--- src/verilog/cbt_consts.vh ---
// constants for the bus timing and receive flag block
`ifndef CBT_CONSTS_VH
`define CBT_CONSTS_VH
`define CBT_OFS_CTRL1       3'h0
`define CBT_OFS_TIM0        3'h1
`define CBT_OFS_TIM1        3'h2
`define CBT_OFS_FLAGS       3'h3
`define CBT_CTRL1_RST       8'h00
`define CBT_TIM0_RST        8'h00
`define CBT_TIM1_RST        8'h00
`define CBT_FLAGS_RST       8'h00
`define CBT_WFS_BIT         2
`define CBT_CKS_BIT         0
`define CBT_CTRL1_MASK      8'h05
`define CBT_SJW_MSB         7
`define CBT_SJW_LSB         6
`define CBT_BRP_MSB         5
`define CBT_BRP_LSB         0
`define CBT_MAJORITY_VOTE_SELECT_BIT        7
`define CBT_TS2_MSB         6
`define CBT_TS2_LSB         4
`define CBT_TS1_MSB         3
`define CBT_TS1_LSB         0
`define CBT_F_WAKE          7
`define CBT_F_RXW           6
`define CBT_F_TXW           5
`define CBT_F_RXP           4
`define CBT_F_TXP           3
`define CBT_F_BOFF          2
`define CBT_F_OVR           1
`define CBT_F_RXF           0
`define CBT_WARN_LIMIT      9'h060
`define CBT_PASSIVE_LIMIT   9'h07F
`define CBT_BUSOFF_LIMIT    9'h0FF
`define CBT_RECESSIVE_RUN   4'hB
`define CBT_RECOVERY_RUNS   8'h80
`define CBT_CLK_MHZ         250
`define CBT_WAKE_FILTER_NS  2000
`define CBT_WAKE_FILTER_CYC ((`CBT_WAKE_FILTER_NS * `CBT_CLK_MHZ + 999) / 1000)
`endif

--- src/verilog/cbt_bit_timer.v ---
// quantum prescaler, bit segment timing, resync and bus sampling
`timescale 1ns/100ps
module cbt_bit_timer (
  // clock and reset
  input  wire       clk,
  input  wire       srst,
  // controller clock tick and timing setup
  input  wire       ctrl_tick,
  input  wire [5:0] quantum_divider,
  input  wire [1:0] resync_jump_limit,
  input  wire [3:0] segment_one_length,
  input  wire [2:0] segment_two_length,
  input  wire       majority_vote_select,
  // synchronised bus level and sampled bit
  input  wire       rx_level,
  output reg        sample_valid,
  output reg        sample_bit
);
  reg  [5:0] pre_reg;
  reg  [5:0] pos_reg;
  reg  [5:0] ext_reg;
  reg        sampled_reg;
  reg        prev_rx_reg;
  reg  [1:0] hist_reg;
  wire       tq_tick;
  wire [5:0] t1;
  wire [5:0] t2;
  wire [5:0] jw;
  wire [5:0] majority_vote_select_pt;
  wire [5:0] bit_end;
  wire [5:0] remain;
  wire       edge_fall;
  wire       vote;

  // one quantum per divider+1 controller ticks
  assign tq_tick = ctrl_tick && (pre_reg == quantum_divider);
  assign t1 = {2'h0, segment_one_length} + 6'h01;
  assign t2 = {3'h0, segment_two_length} + 6'h01;
  assign jw = {4'h0, resync_jump_limit} + 6'h01;
  assign majority_vote_select_pt = t1 + ext_reg;
  assign bit_end = majority_vote_select_pt + t2;
  assign remain = bit_end - pos_reg;
  assign edge_fall = prev_rx_reg && !rx_level;
  assign vote = (hist_reg[1] & hist_reg[0]) | (hist_reg[1] & rx_level)
              | (hist_reg[0] & rx_level);

  always @(posedge clk)
  begin
    if (srst)
    begin
      pre_reg      <= 6'h00;
      pos_reg      <= 6'h00;
      ext_reg      <= 6'h00;
      sampled_reg  <= 1'b0;
      prev_rx_reg  <= 1'b1;
      hist_reg     <= 2'h3;
      sample_valid <= 1'b0;
      sample_bit   <= 1'b1;
    end
    else
    begin
      sample_valid <= 1'b0;
      if (ctrl_tick)
        pre_reg <= tq_tick ? 6'h00 : pre_reg + 6'h01;
      if (tq_tick)
      begin
        prev_rx_reg <= rx_level;
        hist_reg    <= {hist_reg[0], rx_level};
        if (!sampled_reg && pos_reg == majority_vote_select_pt)
        begin
          sample_valid <= 1'b1;
          sample_bit   <= majority_vote_select ? vote : rx_level;
          sampled_reg  <= 1'b1;
        end
        // late edge lengthens segment one, early edge shortens segment two
        if (edge_fall && !sampled_reg && pos_reg != 6'h00)
        begin
          ext_reg <= (pos_reg < jw) ? pos_reg : jw;
          pos_reg <= pos_reg + 6'h01;
        end
        else if (edge_fall && sampled_reg && remain <= jw)
        begin
          pos_reg     <= 6'h00;
          ext_reg     <= 6'h00;
          sampled_reg <= 1'b0;
        end
        else if (edge_fall && sampled_reg)
          pos_reg <= pos_reg + 6'h01 + jw;
        else if (pos_reg >= bit_end)
        begin
          pos_reg     <= 6'h00;
          ext_reg     <= 6'h00;
          sampled_reg <= 1'b0;
        end
        else
          pos_reg <= pos_reg + 6'h01;
      end
    end
  end
endmodule // cbt_bit_timer

--- src/verilog/cbt_top.v ---
// configuration registers, clock select, wakeup and receive flags
`timescale 1ns/100ps
`include "cbt_consts.vh"

// How it works
// - filter on: wake after long dominant pulse; off: any falling edge wakes
// - clock select 1 takes pll bus clock, 0 takes crystal clock halved
// - control one and both timing registers written only during soft reset
// - resync moves a bit edge by at most jump field plus one quanta
// - quantum clock is controller clock divided by divider field plus one
// - vote select takes three samples with majority, otherwise one sample
// - segment one is field plus one, segment two field plus one quanta
// - bit period is clock period times divider plus one times quanta per bit
// - flags clear by writing one, only once their cause has gone
// - hard and soft reset clear the flags, held while soft reset stays
// - wake flag set on bus activity while asleep, irq if enabled
// - rx warning when rx count above 96 and no passive or bus-off
// - tx warning when tx count above 96 and no passive or bus-off
// - passive flags when counts above 127 (tx count not above 255) and bus-off flag clear
// - bus-off above 255, clearable after 128 runs of 11 recessive bits
// - warning, passive, bus-off, overrun flags hold error irq when enabled
// - overrun flag set on overrun, stays until software clears it
// - full flag set on foreground load, blocks swaps, rx irq if enabled
module cbt_top (
  // clock and reset
  input  wire       CORE_CLK,
  input  wire       SRST,
  // register port
  input  wire [2:0] REG_ADDR,
  input  wire [7:0] REG_WDATA,
  input  wire       REG_WR,
  input  wire       REG_RD,
  output reg  [7:0] REG_RDATA,
  // clock sources, as ticks on the core clock
  input  wire       PLL_BUS_CLOCK_TICK,
  input  wire       CRYSTAL_CLOCK_TICK,
  // bus pin
  input  wire       CAN_RX,
  // state from the rest of the controller
  input  wire       SOFT_RESET_HOLD,
  input  wire       SLEEP_ACTIVE,
  input  wire [7:0] INBOUND_ERROR_COUNT,
  input  wire [8:0] OUTBOUND_ERROR_COUNT,
  input  wire       RX_MSG_DONE,
  input  wire [7:0] RECEIVE_IRQ_ENABLES,
  // results
  output reg        FG_LOAD,
  output reg        WAKE_IRQ,
  output reg        ERR_IRQ,
  output reg        RX_IRQ,
  output wire       BIT_SAMPLE_VALID,
  output wire       BIT_SAMPLE_VALUE,
  output reg        BUS_OFF_RECOVERED
);
  localparam [31:0] WAKE_CYC = `CBT_WAKE_FILTER_CYC;
  localparam [9:0]  WAKE_LIM = WAKE_CYC[9:0];

  reg  [7:0] module_control_one_reg;
  reg  [7:0] bus_timing_zero_reg;
  reg  [7:0] bus_timing_one_reg;
  reg  [7:0] receive_flags_reg;
  wire [7:0] receive_flags_next;
  reg        rx_s1_reg;
  reg        rx_s2_reg;
  reg        rx_s3_reg;
  reg        rx_level_reg;
  reg        rx_prev_reg;
  reg        xtal_half_reg;
  reg        ctrl_tick_reg;
  reg  [9:0] wake_cnt_reg;
  reg  [3:0] run_reg;
  reg  [7:0] occ_reg;
  reg  [7:0] rdata_next;
  wire       wr_cfg;
  wire       flag_reset;
  wire       wake_filter_select;
  wire       can_clock_select;
  wire       wake_evt;
  wire       swap_evt;
  wire       ovr_evt;
  wire [8:0] rec9;
  wire [7:0] set_vec;
  wire [7:0] hold_vec;
  wire [7:0] clr_vec;
  wire [3:0] run_inc;
  wire [7:0] occ_inc;

  assign wake_filter_select = module_control_one_reg[`CBT_WFS_BIT];
  assign can_clock_select   = module_control_one_reg[`CBT_CKS_BIT];
  assign flag_reset = SRST || SOFT_RESET_HOLD;
  assign wr_cfg = REG_WR && SOFT_RESET_HOLD;
  assign rec9 = {1'b0, INBOUND_ERROR_COUNT};

  // configuration registers
  always @(posedge CORE_CLK)
  begin
    if (SRST)
    begin
      module_control_one_reg <= `CBT_CTRL1_RST;
      bus_timing_zero_reg    <= `CBT_TIM0_RST;
      bus_timing_one_reg     <= `CBT_TIM1_RST;
    end
    else if (wr_cfg)
    begin
      case (REG_ADDR)
        `CBT_OFS_CTRL1:
          module_control_one_reg <= REG_WDATA & `CBT_CTRL1_MASK;
        `CBT_OFS_TIM0:
          bus_timing_zero_reg <= REG_WDATA;
        `CBT_OFS_TIM1:
          bus_timing_one_reg <= REG_WDATA;
        default:
          module_control_one_reg <= module_control_one_reg;
      endcase
    end
  end

  // pin synchroniser, level changes once stages two and three agree
  always @(posedge CORE_CLK)
  begin
    if (SRST)
    begin
      rx_s1_reg    <= 1'b1;
      rx_s2_reg    <= 1'b1;
      rx_s3_reg    <= 1'b1;
      rx_level_reg <= 1'b1;
      rx_prev_reg  <= 1'b1;
    end
    else
    begin
      rx_s1_reg   <= CAN_RX;
      rx_s2_reg   <= rx_s1_reg;
      rx_s3_reg   <= rx_s2_reg;
      rx_prev_reg <= rx_level_reg;
      if (rx_s2_reg == rx_s3_reg)
        rx_level_reg <= rx_s3_reg;
    end
  end

  // controller clock source select
  always @(posedge CORE_CLK)
  begin
    if (SRST)
    begin
      xtal_half_reg <= 1'b0;
      ctrl_tick_reg <= 1'b0;
    end
    else
    begin
      if (CRYSTAL_CLOCK_TICK)
        xtal_half_reg <= !xtal_half_reg;
      ctrl_tick_reg <= can_clock_select ? PLL_BUS_CLOCK_TICK
                     : (CRYSTAL_CLOCK_TICK && xtal_half_reg);
    end
  end

  // bit timing and sampling
  cbt_bit_timer u_timer (
    .clk                  (CORE_CLK),
    .srst                 (flag_reset),
    .ctrl_tick            (ctrl_tick_reg),
    .quantum_divider      (bus_timing_zero_reg[`CBT_BRP_MSB:`CBT_BRP_LSB]),
    .resync_jump_limit    (bus_timing_zero_reg[`CBT_SJW_MSB:`CBT_SJW_LSB]),
    .segment_one_length   (bus_timing_one_reg[`CBT_TS1_MSB:`CBT_TS1_LSB]),
    .segment_two_length   (bus_timing_one_reg[`CBT_TS2_MSB:`CBT_TS2_LSB]),
    .majority_vote_select (bus_timing_one_reg[`CBT_MAJORITY_VOTE_SELECT_BIT]),
    .rx_level             (rx_level_reg),
    .sample_valid         (BIT_SAMPLE_VALID),
    .sample_bit           (BIT_SAMPLE_VALUE)
  );

  // dominant pulse length filter for wakeup
  always @(posedge CORE_CLK)
  begin
    if (SRST)
      wake_cnt_reg <= 10'h000;
    else if (!SLEEP_ACTIVE || rx_level_reg)
      wake_cnt_reg <= 10'h000;
    else if (wake_cnt_reg != WAKE_LIM)
      wake_cnt_reg <= wake_cnt_reg + 10'h001;
  end

  assign wake_evt = SLEEP_ACTIVE && (wake_filter_select
                  ? (wake_cnt_reg == WAKE_LIM)
                  : (rx_prev_reg && !rx_level_reg));

  // bus-off recovery: count runs of recessive samples
  assign run_inc = run_reg + 4'h1;
  assign occ_inc = occ_reg + 8'h01;

  always @(posedge CORE_CLK)
  begin
    if (SRST || !receive_flags_reg[`CBT_F_BOFF])
    begin
      run_reg           <= 4'h0;
      occ_reg           <= 8'h00;
      BUS_OFF_RECOVERED <= 1'b0;
    end
    else if (BIT_SAMPLE_VALID)
    begin
      if (!BIT_SAMPLE_VALUE)
        run_reg <= 4'h0;
      else if (run_inc == `CBT_RECESSIVE_RUN)
      begin
        run_reg <= 4'h0;
        if (!BUS_OFF_RECOVERED)
          occ_reg <= occ_inc;
        if (occ_inc == `CBT_RECOVERY_RUNS)
          BUS_OFF_RECOVERED <= 1'b1;
      end
      else
        run_reg <= run_inc;
    end
  end

  // receive buffer exchange and overrun
  assign swap_evt = RX_MSG_DONE && !receive_flags_reg[`CBT_F_RXF];
  assign ovr_evt = RX_MSG_DONE && receive_flags_reg[`CBT_F_RXF];

  always @(posedge CORE_CLK)
  begin
    if (flag_reset)
      FG_LOAD <= 1'b0;
    else
      FG_LOAD <= swap_evt;
  end

  // flag set causes and causes that still block a clear
  assign set_vec[`CBT_F_WAKE] = wake_evt;
  assign set_vec[`CBT_F_RXW] = (rec9 > `CBT_WARN_LIMIT)
    && !receive_flags_reg[`CBT_F_RXP] && !receive_flags_reg[`CBT_F_TXP]
    && !receive_flags_reg[`CBT_F_BOFF];
  assign set_vec[`CBT_F_TXW] = (OUTBOUND_ERROR_COUNT > `CBT_WARN_LIMIT)
    && !receive_flags_reg[`CBT_F_RXP] && !receive_flags_reg[`CBT_F_TXP]
    && !receive_flags_reg[`CBT_F_BOFF];
  assign set_vec[`CBT_F_RXP] = (rec9 > `CBT_PASSIVE_LIMIT)
    && !receive_flags_reg[`CBT_F_BOFF];
  assign set_vec[`CBT_F_TXP] = (OUTBOUND_ERROR_COUNT > `CBT_PASSIVE_LIMIT)
    && (OUTBOUND_ERROR_COUNT <= `CBT_BUSOFF_LIMIT)
    && !receive_flags_reg[`CBT_F_BOFF];
  assign set_vec[`CBT_F_BOFF] = OUTBOUND_ERROR_COUNT > `CBT_BUSOFF_LIMIT;
  assign set_vec[`CBT_F_OVR] = ovr_evt;
  assign set_vec[`CBT_F_RXF] = swap_evt;

  assign hold_vec[`CBT_F_WAKE:`CBT_F_TXP] = set_vec[`CBT_F_WAKE:`CBT_F_TXP];
  assign hold_vec[`CBT_F_BOFF] = set_vec[`CBT_F_BOFF] || !BUS_OFF_RECOVERED;
  assign hold_vec[`CBT_F_OVR] = 1'b0;
  assign hold_vec[`CBT_F_RXF] = 1'b0;

  // write one clears, write zero leaves alone
  assign clr_vec = (REG_WR && REG_ADDR == `CBT_OFS_FLAGS) ? REG_WDATA
                 : `CBT_FLAGS_RST;

  genvar i;
  generate
    for (i = 0; i < 8; i = i + 1)
    begin : g_flag
      // a set in the clearing cycle wins
      assign receive_flags_next[i] = set_vec[i]
        || (receive_flags_reg[i] && !(clr_vec[i] && !hold_vec[i]));
    end
  endgenerate

  always @(posedge CORE_CLK)
  begin
    if (flag_reset)
      receive_flags_reg <= `CBT_FLAGS_RST;
    else
      receive_flags_reg <= receive_flags_next;
  end

  // pending interrupt lines, gated by the enables held elsewhere
  always @(posedge CORE_CLK)
  begin
    if (flag_reset)
    begin
      WAKE_IRQ <= 1'b0;
      ERR_IRQ  <= 1'b0;
      RX_IRQ   <= 1'b0;
    end
    else
    begin
      WAKE_IRQ <= receive_flags_reg[`CBT_F_WAKE]
                && RECEIVE_IRQ_ENABLES[`CBT_F_WAKE];
      ERR_IRQ  <= |(receive_flags_reg[`CBT_F_RXW:`CBT_F_OVR]
                & RECEIVE_IRQ_ENABLES[`CBT_F_RXW:`CBT_F_OVR]);
      RX_IRQ   <= receive_flags_reg[`CBT_F_RXF]
                && RECEIVE_IRQ_ENABLES[`CBT_F_RXF];
    end
  end

  // read mux, unmapped addresses read zero
  always @*
  begin
    case (REG_ADDR)
      `CBT_OFS_CTRL1:
        rdata_next = module_control_one_reg;
      `CBT_OFS_TIM0:
        rdata_next = bus_timing_zero_reg;
      `CBT_OFS_TIM1:
        rdata_next = bus_timing_one_reg;
      `CBT_OFS_FLAGS:
        rdata_next = receive_flags_reg;
      default:
        rdata_next = `CBT_FLAGS_RST;
    endcase
  end

  always @(posedge CORE_CLK)
  begin
    if (SRST)
      REG_RDATA <= `CBT_FLAGS_RST;
    else if (REG_RD)
      REG_RDATA <= rdata_next;
    else
      REG_RDATA <= `CBT_FLAGS_RST;
  end
endmodule // cbt_top
--- config.mk ---
export PLATFORM = sky130hd
export DESIGN_NAME = cbt_top
export DESIGN_NICKNAME = d
export VERILOG_FILES = /design/src/verilog/cbt_bit_timer.v /design/src/verilog/cbt_top.v
export VERILOG_INCLUDE_DIRS = /design/src /design/src/verilog
export SDC_FILE = /design/constraint.sdc
export NUM_CORES = 1
export LEC_CHECK = 0
export BUFFER_PORTS_ARGS = -buffer_cell sky130_fd_sc_hd__clkbuf_2
export CAP_MARGIN = 20
export CORE_ASPECT_RATIO = 0.5
export CORE_MARGIN = 4
export CORE_UTILIZATION = 45
export DETAILED_ROUTE_END_ITERATION = 8
export PLACE_DENSITY_LB_ADDON = 0.1
export SLEW_MARGIN = 10
export SYNTH_ARGS = -nofsm -noshare
export SYNTH_HDL_FRONTEND = slang
export SYNTH_SLANG_ARGS = --single-unit
--- constraint.sdc ---
create_clock -name CORE_CLK -period 4.49 [get_ports CORE_CLK]
set_input_delay 0.898 -clock CORE_CLK [delete_from_list [all_inputs] [get_ports CORE_CLK]]
set_output_delay 0.898 -clock CORE_CLK [all_outputs]
set_load 0.02 [all_outputs]
==> results of run 1 <==
path summary, 6_finish.rpt:
| kind | start | endpoint | slack [ps] |
|---|---|---|---|
| setup reg to reg | bus_timing_one_reg[0] | u_timer.pos_reg[0] | 390 |
| hold / removal | rx_s1_reg | rx_s2_reg | 410 |
| setup / recovery | bus_timing_one_reg[0] | u_timer.pos_reg[0] | 390 |
| hold reg to reg | rx_s1_reg | rx_s2_reg | 410 |
worst reg2reg max path: stages, from the launching register on:
cell	delay [ps]
sky130_fd_sc_hd__dfxtp_1	350
sky130_fd_sc_hd__ha_1	320
sky130_fd_sc_hd__inv_1	60
sky130_fd_sc_hd__fa_1	600
sky130_fd_sc_hd__inv_1	70
sky130_fd_sc_hd__ha_1	290
sky130_fd_sc_hd__a21o_1	170
sky130_fd_sc_hd__a21o_1	190
sky130_fd_sc_hd__a21oi_1	140
sky130_fd_sc_hd__nor2_1	60
sky130_fd_sc_hd__xor2_1	160
sky130_fd_sc_hd__ha_1	360
sky130_fd_sc_hd__inv_1	120
sky130_fd_sc_hd__nor3_1	60
sky130_fd_sc_hd__a311o_1	270
sky130_fd_sc_hd__a311oi_1	210
sky130_fd_sc_hd__buf_4	190
sky130_fd_sc_hd__a31o_2	270
sky130_fd_sc_hd__a21oi_1	100
per-stage QoR:
stage | cells | worst slack, ps | hold slack (ps) | power [mW] | utilization (%)
after floorplan | 619 | 519 | 389 | 0.926 | -
after CTS | 838 | 386 | 413 | 1.78 | 53.6
after global placement | 822 | 451 | 396 | 0.978 | 50.8
after global routing | 838 | 97.6 | 438 | 1.84 | 53.6
after detailed placement | 822 | 412 | 398 | 0.979 | 50.8
final | 838 | 395 | 411 | 1.76 | 53.6
cell type report:
class / count / share of cell area, %
Clock buffer: 9 / 3.76
Sequential cell: 91 / 30.4
Inverter: 32 / 2.00
Tap cell: 159 / 3.32
Clock inverter: 7 / 1.46
Multi-Input combinational cell: 477 / 53.7
Timing Repair Buffer: 63 / 5.39
placed cells by master (no fill, tap or decap), types with 7 or more instances in the layout:
cell type / n
sky130_fd_sc_hd__a21oi_1: 46
sky130_fd_sc_hd__a22oi_1: 11
sky130_fd_sc_hd__and3_1: 9
sky130_fd_sc_hd__clkbuf_16: 9
sky130_fd_sc_hd__clkbuf_2: 60
sky130_fd_sc_hd__dfxtp_1: 91
sky130_fd_sc_hd__ha_1: 37
sky130_fd_sc_hd__inv_1: 32
sky130_fd_sc_hd__mux2_2: 7
sky130_fd_sc_hd__mux2i_1: 13
sky130_fd_sc_hd__nand2_1: 56
sky130_fd_sc_hd__nand2b_1: 8
sky130_fd_sc_hd__nand3_1: 27
sky130_fd_sc_hd__nand4_1: 9
sky130_fd_sc_hd__nor2_1: 71
sky130_fd_sc_hd__nor3_1: 10
sky130_fd_sc_hd__o21ai_0: 25
sky130_fd_sc_hd__or3_1: 13
sky130_fd_sc_hd__xnor2_1: 24
sky130_fd_sc_hd__xor2_1: 16
per-layer routing:
layer	GRT usage (%)	up-vias	part of all wire [%]
met2	31.0	62	45
li1	-	2307	-
met3	4.41	11	3.1
met4	4.53	0	0.93
met5	0	-	0
met1	27.2	2135	51
power breakdown:
| part | total (mW) | leakage, nW | internal [mW] | switching (mW) |
|---|---|---|---|---|
| clock | 0.799 | 0.155 | 0.447 | 0.352 |
| combinational | 0.135 | 1.48 | 0.0572 | 0.0776 |
| sequential | 0.827 | 0.736 | 0.816 | 0.0104 |
cell families after synthesis:
group                    Yosys count  share of synthesized area, %
flip-flops                        91                          34.8
buffers and inverters             51                          3.87
multiplexers                      22                          4.85
adder cells (fa/ha/maj)           41                          10.4
XOR/XNOR                          41                          7.12
AO/OA/AOI/OAI                    136                          16.6
AND/OR/NAND/NOR                  237                          22.4
==> out/summary.log, run 1 <==
qor: setup_path.cp-end-kind flip-flop
qor: clock_tree.tritoncts yes
qor: grt.antenna_found_initial 0
qor: setup_path.critPathKind flip-flop to flip-flop
qor: detailed_routing.detailedRoute.firstPassIterationCount 4
qor: sta.fin_crit_sh 91.2%
qor: yosys.synthesis.area 5240 um^2
qor: setup_path.worst-path-buf-inv 4
qor: detailed_routing.routed_wl 13000 um
qor: clock_tree.htreeDepth 3
qor: die.floorplan.initialDensity 46.8%
qor: yosys.ys_warn_count 0
qor: clock_tree.post-cts-setup-buffers 0
qor: setup_path.ff2ff_path_depth 18
qor: cells_and_area.filler_cell_count 1075
qor: setup_path.startpoint_type flip-flop
qor: clock_tree.cts.sinks 91
qor: yosys.yosys_register_bits 91
qor: die.num_rows 27
qor: detailed_routing.drt_first_iter_violations 290
qor: setup_path.crit_cells 18
qor: setup_path.path_delay_family adder cells
qor: flow_run.maxCapViolCount 0
qor: sta.clock.fmax 244 MHz
qor: sta.finalCriticalPeriod 4100 ps
qor: grt.grt-ovfl-total 0
qor: clock_tree.cts.repair.resized 0
qor: yosys.biggest_area_consumer_among_synthesized_cells sky130_fd_sc_hd__dfxtp_1
qor: yosys.synth-seq-area-share 34.8%
qor: detailed_routing.dr_total_vias 4515
qor: sta.slew_headroom 26.6%
qor: yosys.synth.top_cells.by_count sky130_fd_sc_hd__dfxtp_1, sky130_fd_sc_hd__nor2_1, sky130_fd_sc_hd__nand2_1
qor: cells_and_area.final_area 5990 um^2
qor: cells_and_area.area_delta_synth_final 14.5%
qor: placement.finalWeightedCongestion 0.795
qor: sta.finalMaxSlewViolations 0
qor: cells_and_area.largest_register_ff_count 10
qor: die.area_of_the_core 11200 um^2
qor: worst_hold_path.hold_depth 1
qor: setup_path.required 4710 ps
qor: setup_path.critical-path-slowest-cell sky130_fd_sc_hd__fa_1
qor: setup_path.crit_fanout 8
qor: die.fp.dieArea 13500 um^2
qor: power.power.density 294 nW/um^2
qor: yosys.synthMostInstantiatedCell sky130_fd_sc_hd__dfxtp_1
qor: yosys.syn_nets 706
qor: cells_and_area.layout-drive-gt1-share 15.2%
qor: yosys.synth_edf_count 0
qor: die.die_y 84.3 um
qor: detailed_routing.drt.antenna.violating_nets 0
qor: detailed_routing.vias_per_cell 5.39
qor: sta.clock_skew 9.71 ps
qor: clock_tree.clkLatencyLatePin 340 ps
qor: sta.finalHoldViolations 0
qor: die.die_x 161 um
qor: grt.vias_in_the_first_global_route 4300
qor: detailed_routing.drt_drc_violations_left 0
qor: sta.tns 0 ps
qor: yosys.syn_inst 619
qor: die.io_pins 61
qor: yosys.synth_area_leaders sky130_fd_sc_hd__dfxtp_1, sky130_fd_sc_hd__ha_1, sky130_fd_sc_hd__nor2_1, sky130_fd_sc_hd__a21oi_1, sky130_fd_sc_hd__nand2_1
qor: cells_and_area.seqCellArea 1820 um^2
qor: worst_hold_path.hold_path_class flip-flop to flip-flop
qor: sta.worst-slew-pin-transition 1090 ps
qor: sta.final-setup-viol-count 0
qor: yosys.synth_async_sr_flop_share 0%
qor: grt.largest_net_degree_at_the_start_of_global_routing 30
qor: clock_tree.post_cts_hold_buffer_count 0
qor: yosys.synth-main-ff-cell sky130_fd_sc_hd__dfxtp_1
qor: power.ir_drop 0.000158 V
qor: setup_path.critical_path_arrival 4320 ps
qor: clock_tree.clockRootBuffer sky130_fd_sc_hd__clkbuf_16
qor: cells_and_area.multi_input_area 3220 um^2
qor: grt.global_route.usage.total 19.5%
qor: detailed_routing.routedWlPerCell 15.5 um
qor: clock_tree.cts_buffers 9
qor: clock_tree.cts.reportedPaths.clkPinSlew 70 ps
qor: yosys.synth.distinct_cells 69
qor: setup_path.cp_cell_sequence ha_1 > inv_1 > fa_1 > inv_1 > ha_1 > a21o_1 > a21o_1 > a21oi_1 > nor2_1 > xor2_1 > ha_1 > inv_1 > nor3_1 > a311o_1 > a311oi_1 > buf_4 > a31o_2 > a21oi_1
qor: placement.io_buffer_count 60
qor: cells_and_area.antennaDiodeCount 0
qor: grt.wire_length_of_the_first_global_routing_pass 21500 um
qor: placement.dpl_cell_area 5680 um^2
qor: sta.rsz0062_at_grt false
qor: run_status.run_status completed
qor: cells_and_area.number_of_nets_in_the_layout 761
qor: setup_path.critical_path.max_stage_delay 600 ps
qor: placement.post-dp-hpwl 9880 um
qor: power.power.leakage 2.37 nW
qor: yosys.average_size_of_a_mapped_cell 8.46 um^2
qor: yosys.yosysTopAreaCellShare 34.8%
qor: clock_tree.clock_path_buffers 2
(Power assumes the default switching activity.)
==> run 2, diff against run 1 <==
- PLACE_DENSITY: not set -> 0.71
- PLACE_DENSITY_LB_ADDON: 0.1 -> not set
- TNS_END_PERCENT: not set -> 20
==> run 2 against run 1 <==
Against the previous run:
- design area shrank 0.15%
- critical path depth is the same
- register-to-register slack improved by 30 ps
- via count rose by 0.71%
- worst hold slack improved by 5.9 ps
- fmax up 0.64%
- routed wire length shrank 3.6%
- global-route usage shrank 1.0 points
- clock skew decreased by 2.1 ps
- clock power fell by 4.4%
==> out/summary.log, run 2 (synthesis gave the netlist of run 1 again) <==
qor: clock_tree.post-cts-setup-buffers 0 [unchanged]
qor: cells_and_area.layout_commonest_cell sky130_fd_sc_hd__dfxtp_1
qor: sta.final-setup-viol-count 0 [unchanged]
qor: run_status.run_status completed
qor: sta.finalHoldViolations 0 [unchanged]
qor: cells_and_area.most-common-layout-cells sky130_fd_sc_hd__dfxtp_1, sky130_fd_sc_hd__nor2_1, sky130_fd_sc_hd__clkbuf_2
qor: grt.grt-ovfl-total 0 [unchanged]
qor: detailed_routing.drt_drc_violations_left 0 [unchanged]
qor: placement.finalWeightedCongestion 0.877 [+10%]
qor: clock_tree.clockRootBuffer sky130_fd_sc_hd__clkbuf_16
qor: cells_and_area.largest_register_ff_count 10 [unchanged]
qor: clock_tree.clock_path_buffers 2 [unchanged]
qor: setup_path.ff2ff_path_depth 18 [unchanged]
qor: setup_path.startpoint_type flip-flop
qor: setup_path.critPathKind flip-flop to flip-flop
qor: power.ir_drop 0.000198 V [+26%]
qor: setup_path.critical_path.max_stage_delay 600 ps [about the same]
qor: detailed_routing.vias_per_cell 5.43 [+0.71%]
qor: clock_tree.post_cts_hold_buffer_count 0 [unchanged]
qor: sta.finalMaxSlewViolations 0 [unchanged]
qor: die.num_rows 27 [unchanged]
qor: grt.wire_length_of_the_first_global_routing_pass 20700 um [-3.9%]
qor: placement.dpl_cell_area 5680 um^2 [unchanged]
qor: detailed_routing.detailedRoute.firstPassIterationCount 5 [+1]
qor: clock_tree.htreeDepth 3 [unchanged]
qor: cells_and_area.layout-drive-gt1-share 15.0% [-0.15 points]
qor: power.power.leakage 2.36 nW [-0.43%]
qor: worst_hold_path.hold_path_end rx_s2_reg
qor: placement.post-dp-hpwl 9500 um [-3.9%]
qor: cells_and_area.number_of_nets_in_the_layout 761 [unchanged]
qor: clock_tree.cts.sinks 91 [unchanged]
qor: clock_tree.cts.reportedPaths.clkPinSlew 70 ps [about the same]
qor: sta.finalCriticalPeriod 4070 ps [-26.2 ps]
qor: sta.layout_setup_ws 421 ps [+26.2 ps]
qor: cells_and_area.area_delta_synth_final 14.3%
qor: flow_run.maxCapViolCount 0 [unchanged]
qor: sta.clock.fmax 246 MHz [+0.64%]
qor: die.area_of_the_core 11200 um^2 [unchanged]
qor: clock_tree.tritoncts yes
qor: sta.slew_headroom 34.8% [+8.2 points]
qor: sta.rsz0062_at_grt false
qor: clock_tree.clkLatencyLatePin 340 ps [about the same]
qor: die.floorplan.initialDensity 46.8% [unchanged]
qor: grt.antenna_found_initial 0 [unchanged]
qor: placement.place_worst_setup_slack 448 ps [+35.3 ps]
qor: setup_path.cp_cell_sequence ha_1 > inv_1 > fa_1 > inv_1 > ha_1 > a21o_1 > a21o_1 > a21oi_1 > nor2_1 > xor2_1 > ha_1 > inv_1 > nor3_1 > a311o_1 > a311oi_1 > buf_4 > a31o_2 > o22ai_1
qor: cells_and_area.antennaDiodeCount 0 [unchanged]
qor: cells_and_area.final_area 5990 um^2 [-0.15%]
qor: setup_path.r2r_start bus_timing_one_reg[0]
qor: die.die_y 84.3 um [unchanged]
qor: power.power.density 288 nW/um^2 [-1.9%]
qor: grt.global_route.usage.total 18.5% [-1.0 points]
qor: setup_path.timing.reg2reg.setup_slack 420 ps [+30 ps]
qor: setup_path.critical_path.startpoint bus_timing_one_reg[0]
qor: sta.worst-slew-pin-transition 972 ps [-122 ps]
qor: detailed_routing.dr_total_vias 4547 [+0.71%]
qor: worst_hold_path.hold_path_class flip-flop to flip-flop
qor: setup_path.critical_path_arrival 4290 ps [-30 ps]
qor: detailed_routing.routed_wl 12600 um [-3.6%]
qor: sta.fin_crit_sh 90.6% [-0.58 points]
qor: sta.tns 0 ps [unchanged]
qor: die.fp.dieArea 13500 um^2 [unchanged]
qor: setup_path.crit_fanout 8 [unchanged]
qor: setup_path.required 4710 ps [about the same]
qor: detailed_routing.routedWlPerCell 15.0 um [-3.6%]
qor: setup_path.worstReg2RegEnd u_timer.ext_reg[1]
qor: worst_hold_path.holdCritStartpoint rx_s1_reg
qor: setup_path.critical-path-slowest-cell sky130_fd_sc_hd__fa_1
qor: setup_path.cp-end-kind flip-flop
qor: placement.io_buffer_count 60 [unchanged]
qor: detailed_routing.drt.antenna.violating_nets 0 [unchanged]
qor: clock_tree.cts_buffers 9 [unchanged]
qor: die.die_x 161 um [unchanged]
qor: die.io_pins 61 [unchanged]
qor: grt.largest_net_degree_at_the_start_of_global_routing 30 [unchanged]
qor: detailed_routing.drt_first_iter_violations 257 [-11%]
qor: clock_tree.cts.repair.resized 0 [unchanged]
qor: grt.vias_in_the_first_global_route 4376 [+1.8%]
qor: sta.clock_skew 7.58 ps [-2.13 ps]
qor: worst_hold_path.hold_depth 1 [unchanged]
-- run 2: cell types whose count changed in the layout (fill, tap and decap cells not counted) --
cell / change
sky130_fd_sc_hd__clkinv_4: +2
sky130_fd_sc_hd__clkbuf_1: +1
sky130_fd_sc_hd__inv_8: -1
sky130_fd_sc_hd__clkinvlp_4: +1
sky130_fd_sc_hd__inv_6: -3
-- run 2: report_power, final --
group	internal, mW	leakage, nW	switching [mW]
clock	0.438	0.145	0.326
sequential	0.817	0.736	0.0107
combinational	0.0573	1.48	0.0764
total	1.31	2.36	0.413
-- run 2: worst max-delay path: cells and delay by family, from the launching register on --
family | cells | cell delay [ps]
AND/OR/NAND/NOR | 2 | 120
XOR/XNOR | 1 | 160
AO/OA/AOI/OAI | 7 | 1340
buffers and inverters | 4 | 450
flip-flops | 1 | 340
adder cells (fa/ha/maj) | 4 | 1540
-- run 2: cell type report --
class	count	area [um^2]
fill	1045	5200
multi-input combinational	477	3220
sequential	91	1820
timing repair buffer	63	323
clock buffer	10	229
tap	159	199
inverter	32	120
clock inverter	6	75.1
-- run 2: how the worst max path moves through the flow --
stage / end / cells past startpoint / slack, ps
final: u_timer.ext_reg[1] / 18 / 420
after floorplan: u_timer.ext_reg[0] / 17 / 520
after global placement: u_timer.ext_reg[2] / 18 / 530
after detailed placement: u_timer.pos_reg[4] / 17 / 450
after CTS: u_timer.ext_reg[1] / 18 / 440
after global routing: u_timer.pos_reg[4] / 17 / 150
-- run 2: stage by stage --
| step | instances | utilization (%) | power [mW] | hold slack, ps |
|---|---|---|---|---|
| final | 838 | 53.5 | 1.73 | 417 |
| after detailed placement | 822 | 50.8 | 0.978 | 401 |
| after floorplan | 619 | - | 0.926 | 389 |
| after global placement | 822 | 50.8 | 0.976 | 403 |
| after global routing | 838 | 53.5 | 1.80 | 458 |
| after CTS | 838 | 53.5 | 1.74 | 417 |
-- run 2: layer usage --
layer / track usage, % / wire length [um]
met2: 30.6 / 5760
met4: 6.71 / 259
met5: 0 / 0
met1: 23.9 / 6000
met3: 4.17 / 547
==> run 3, diff against run 2 <==
- SYNTH_HIERARCHICAL: not set -> 1
==> run 3 against run 2 <==
Against the previous run:
- worst hold slack lost 4.9 ps
- sequential cell count stayed put
- sequential share of layout area increased by 0.88 points
- non-clock buffer count unchanged
- die area is 2.7% lower
- design area shrank 2.8%
- clock-buffer cell count unchanged
- highest routed layer unchanged
- global-route usage up 0.29 points
- core utilization fell by 0.71 points
- largest power group unchanged
==> out/summary.log, run 3 <==
qor: grt.largest_net_degree_at_the_start_of_global_routing 30 [unchanged]
qor: setup_path.worst_path_most_repeated_cell sky130_fd_sc_hd__inv_1
qor: clock_tree.cts.sinks 91 [unchanged]
qor: sta.final-setup-viol-count 0 [unchanged]
qor: clock_tree.post_cts_hold_buffer_count 0 [unchanged]
qor: sta.rsz0062_at_grt false
qor: setup_path.cp_cell_sequence inv_1 > ha_1 > inv_1 > fa_1 > inv_1 > fa_1 > fa_1 > inv_1 > ha_1 > nor2b_1 > o21a_1 > o21ai_0 > o2111ai_2 > o311ai_4 > o22ai_1
qor: cells_and_area.layout-drive-gt1-share 15.2% [+0.22 points]
qor: clock_tree.post-cts-setup-buffers 0 [unchanged]
qor: die.die_y 83.1 um [-1.3%]
qor: yosys.synth_area_leaders sky130_fd_sc_hd__dfxtp_1, sky130_fd_sc_hd__ha_1, sky130_fd_sc_hd__nor2_1, sky130_fd_sc_hd__xnor2_1, sky130_fd_sc_hd__nand2_1
qor: setup_path.critical_path.max_stage_delay 560 ps [-40 ps]
qor: clock_tree.cts.repair.resized 0 [unchanged]
qor: power.ir_drop 0.000204 V [+2.6%]
qor: cells_and_area.seqCellArea 1820 um^2 [unchanged]
qor: yosys.synthMostInstantiatedCell sky130_fd_sc_hd__dfxtp_1
qor: cells_and_area.number_of_nets_in_the_layout 733 [-3.7%]
qor: setup_path.path_delay_family adder cells
qor: power.power.density 301 nW/um^2 [+4.3%]
qor: grt.antenna_found_initial 0 [unchanged]
qor: cells_and_area.filler_cell_count 1022 [-2.2%]
qor: clock_tree.htreeDepth 3 [unchanged]
qor: sta.clock.fmax 241 MHz [-1.9%]
qor: yosys.biggest_area_consumer_among_synthesized_cells sky130_fd_sc_hd__dfxtp_1
qor: sta.worst-slew-pin-transition 770 ps [-202 ps]
qor: placement.post-dp-hpwl 9100 um [-4.2%]
qor: sta.fin_hold_ws 412 ps [-4.88 ps]
qor: yosys.average_size_of_a_mapped_cell 8.56 um^2 [+1.1%]
qor: grt.wire_length_of_the_first_global_routing_pass 20300 um [-1.8%]
qor: yosys.synth.distinct_cells 64 [-7.2%]
qor: yosys.yosysTopAreaCellShare 35.8% [+1.1 points]
qor: detailed_routing.detailedRoute.firstPassIterationCount 5 [unchanged]
qor: cells_and_area.antennaDiodeCount 0 [unchanged]
qor: yosys.synth_edf_count 0 [unchanged]
qor: die.io_pins 61 [unchanged]
qor: detailed_routing.drt_first_iter_violations 214 [-17%]
qor: placement.io_buffer_count 60 [unchanged]
qor: run_status.run_status completed
qor: sta.finalHoldViolations 0 [unchanged]
qor: yosys.syn_inst 594 [-4.0%]
qor: clock_tree.tritoncts yes
qor: sta.slew_headroom 48.3% [+14 points]
qor: yosys.synth_async_sr_flop_share 0% [unchanged]
qor: cells_and_area.area_delta_synth_final 14.5%
qor: yosys.synthesis.area 5080 um^2 [-2.9%]
qor: clock_tree.cts_buffers 9 [unchanged]
qor: die.fp.dieArea 13200 um^2 [-2.7%]
qor: sta.finalCriticalPeriod 4150 ps [+77.6 ps]
qor: cells_and_area.layout_commonest_cell sky130_fd_sc_hd__dfxtp_1
qor: setup_path.critical-path-slowest-cell sky130_fd_sc_hd__o311ai_4
qor: setup_path.startpoint_type flip-flop
qor: setup_path.critical_path_arrival 4360 ps [+70 ps]
qor: die.die_x 158 um [-1.4%]
qor: cells_and_area.largest_register_ff_count 10 [unchanged]
qor: grt.global_route.usage.total 18.8% [+0.29 points]
qor: sta.fin_crit_sh 92.4% [+1.7 points]
qor: yosys.synth.top_cells.by_count sky130_fd_sc_hd__dfxtp_1, sky130_fd_sc_hd__nor2_1, sky130_fd_sc_hd__nand2_1
qor: cells_and_area.most-common-layout-cells sky130_fd_sc_hd__dfxtp_1, sky130_fd_sc_hd__nor2_1, sky130_fd_sc_hd__clkbuf_2
qor: sta.finalMaxSlewViolations 0 [unchanged]
qor: grt.vias_in_the_first_global_route 4206 [-3.9%]
qor: clock_tree.clockRootBuffer sky130_fd_sc_hd__clkbuf_16
qor: detailed_routing.drt.antenna.violating_nets 0 [unchanged]
qor: cells_and_area.multi_input_area 3070 um^2 [-4.7%]
qor: setup_path.crit_fanout 8 [unchanged]
qor: setup_path.cp-end-kind flip-flop
qor: flow_run.maxCapViolCount 0 [unchanged]
qor: detailed_routing.routed_wl 12000 um [-4.4%]
qor: worst_hold_path.hold_path_class flip-flop to flip-flop
qor: cells_and_area.final_area 5820 um^2 [-2.8%]
qor: yosys.syn_nets 676 [-4.2%]
qor: setup_path.critPathKind flip-flop to flip-flop
qor: clock_tree.cts.reportedPaths.clkPinSlew 70 ps [about the same]
qor: clock_tree.clock_path_buffers 2 [unchanged]
qor: sta.clock_skew 5.42 ps [-2.16 ps]
qor: clock_tree.clkLatencyLatePin 340 ps [about the same]
qor: setup_path.worst-path-buf-inv 4 [unchanged]
qor: die.area_of_the_core 11000 um^2 [-1.5%]
qor: placement.finalWeightedCongestion 0.842 [-4.0%]
qor: yosys.synth-main-ff-cell sky130_fd_sc_hd__dfxtp_1
qor: die.floorplan.initialDensity 46.1% [-0.68 points]
qor: placement.dpl_cell_area 5500 um^2 [-3.2%]
qor: sta.tns 0 ps [unchanged]
qor: setup_path.required 4700 ps [about the same]
qor: power.power.leakage 2.19 nW [-6.8%]
qor: detailed_routing.dr_total_vias 4418 [-2.8%]
qor: detailed_routing.routedWlPerCell 15.0 um [about the same]
qor: grt.grt-ovfl-total 0 [unchanged]
qor: yosys.synth-seq-area-share 35.8% [+1.1 points]
qor: detailed_routing.vias_per_cell 5.52 [+1.7%]
qor: yosys.ys_warn_count 6 [+6]
qor: detailed_routing.drt_drc_violations_left 0 [unchanged]
qor: die.num_rows 27 [unchanged]
qor: yosys.yosys_register_bits 91 [unchanged]
## run 3: cell types whose count changed after synthesis, moves of 4 or more
cell                      before  now
sky130_fd_sc_hd__o21ai_0      25   20
sky130_fd_sc_hd__nand3_1      27   32
sky130_fd_sc_hd__o31ai_1       2    6
sky130_fd_sc_hd__nor3_1       10   17
sky130_fd_sc_hd__nor3b_1       2    7
sky130_fd_sc_hd__or3_1        13    9
sky130_fd_sc_hd__a21oi_1      46   38
sky130_fd_sc_hd__and3_1        9    4
sky130_fd_sc_hd__nor2b_1       6   10
sky130_fd_sc_hd__ha_1         37   32
## run 3: final timing paths
check / from / to / slack, ps / depth (start not counted)
worst max-delay path: bus_timing_one_reg[0] / u_timer/ext_reg[2] / 340 / 15
worst min-delay path: rx_s1_reg / rx_s2_reg / 410 / 1
worst max register to register: bus_timing_one_reg[0] / u_timer/ext_reg[2] / 340 / 15
worst min register to register: rx_s1_reg / rx_s2_reg / 410 / 1
## run 3: stage by stage
step | util, % | setup slack, ps | total power, mW | instances
6_report | 52.8 | 343 | 1.75 | 801
2_1_floorplan | - | 727 | 0.930 | 594
4_1_cts | 52.8 | 367 | 1.76 | 800
5_1_grt | 52.8 | 68.8 | 1.81 | 801
3_3_place_gp | 50.0 | 439 | 0.974 | 784
3_5_place_dp | 50.0 | 382 | 0.976 | 784
## run 3: cell families (layout without fill, tap and decap cells)
| kind of cell | Yosys count | after routing | synth area share, % |
|---|---|---|---|
| compound gates | 124 | 124 | 16.2 |
| xor+xnor | 40 | 40 | 7.16 |
| fa+ha+maj | 36 | 36 | 9.45 |
| buf+inv | 48 | 110 | 3.82 |
| flops | 91 | 91 | 35.8 |
| mux | 22 | 22 | 4.97 |
| simple gates | 233 | 233 | 22.6 |
## run 3: worst register-to-register path: cells and delay by family (launching register included)
kind	cells	cell delay, ps
AOI/OAI and AO/OA	5	1330
buffers and inverters	4	300
and+or+nand+nor	1	140
DFF	1	360
adders and majority gates	5	1910
## run 3: layer usage
| metal | share of wire (%) | GRT usage, % | up-vias | wire length, um |
|---|---|---|---|---|
| li1 | - | - | 2234 | - |
| met1 | 48 | 27.3 | 2048 | 5810 |
| met2 | 44 | 27.8 | 118 | 5280 |
| met3 | 6.4 | 4.69 | 18 | 774 |
| met4 | 1.3 | 4.64 | 0 | 153 |
| met5 | 0 | 0 | - | 0 |
## run 3: layout make-up
cell class,count,area share (%)
clock buffers,10,4.11
clock inverters,6,1.23
inverters,31,2.00
multi-input cells,455,52.7
flip-flops and latches,91,31.3
well taps,145,3.12
repair buffers,63,5.51
## run 3: power by group
group | leakage [nW] | switching, mW | internal [mW] | total, mW
Combinational | 1.31 | 0.0762 | 0.0562 | 0.132
Sequential | 0.736 | 0.0106 | 0.817 | 0.827
Clock | 0.151 | 0.336 | 0.453 | 0.788
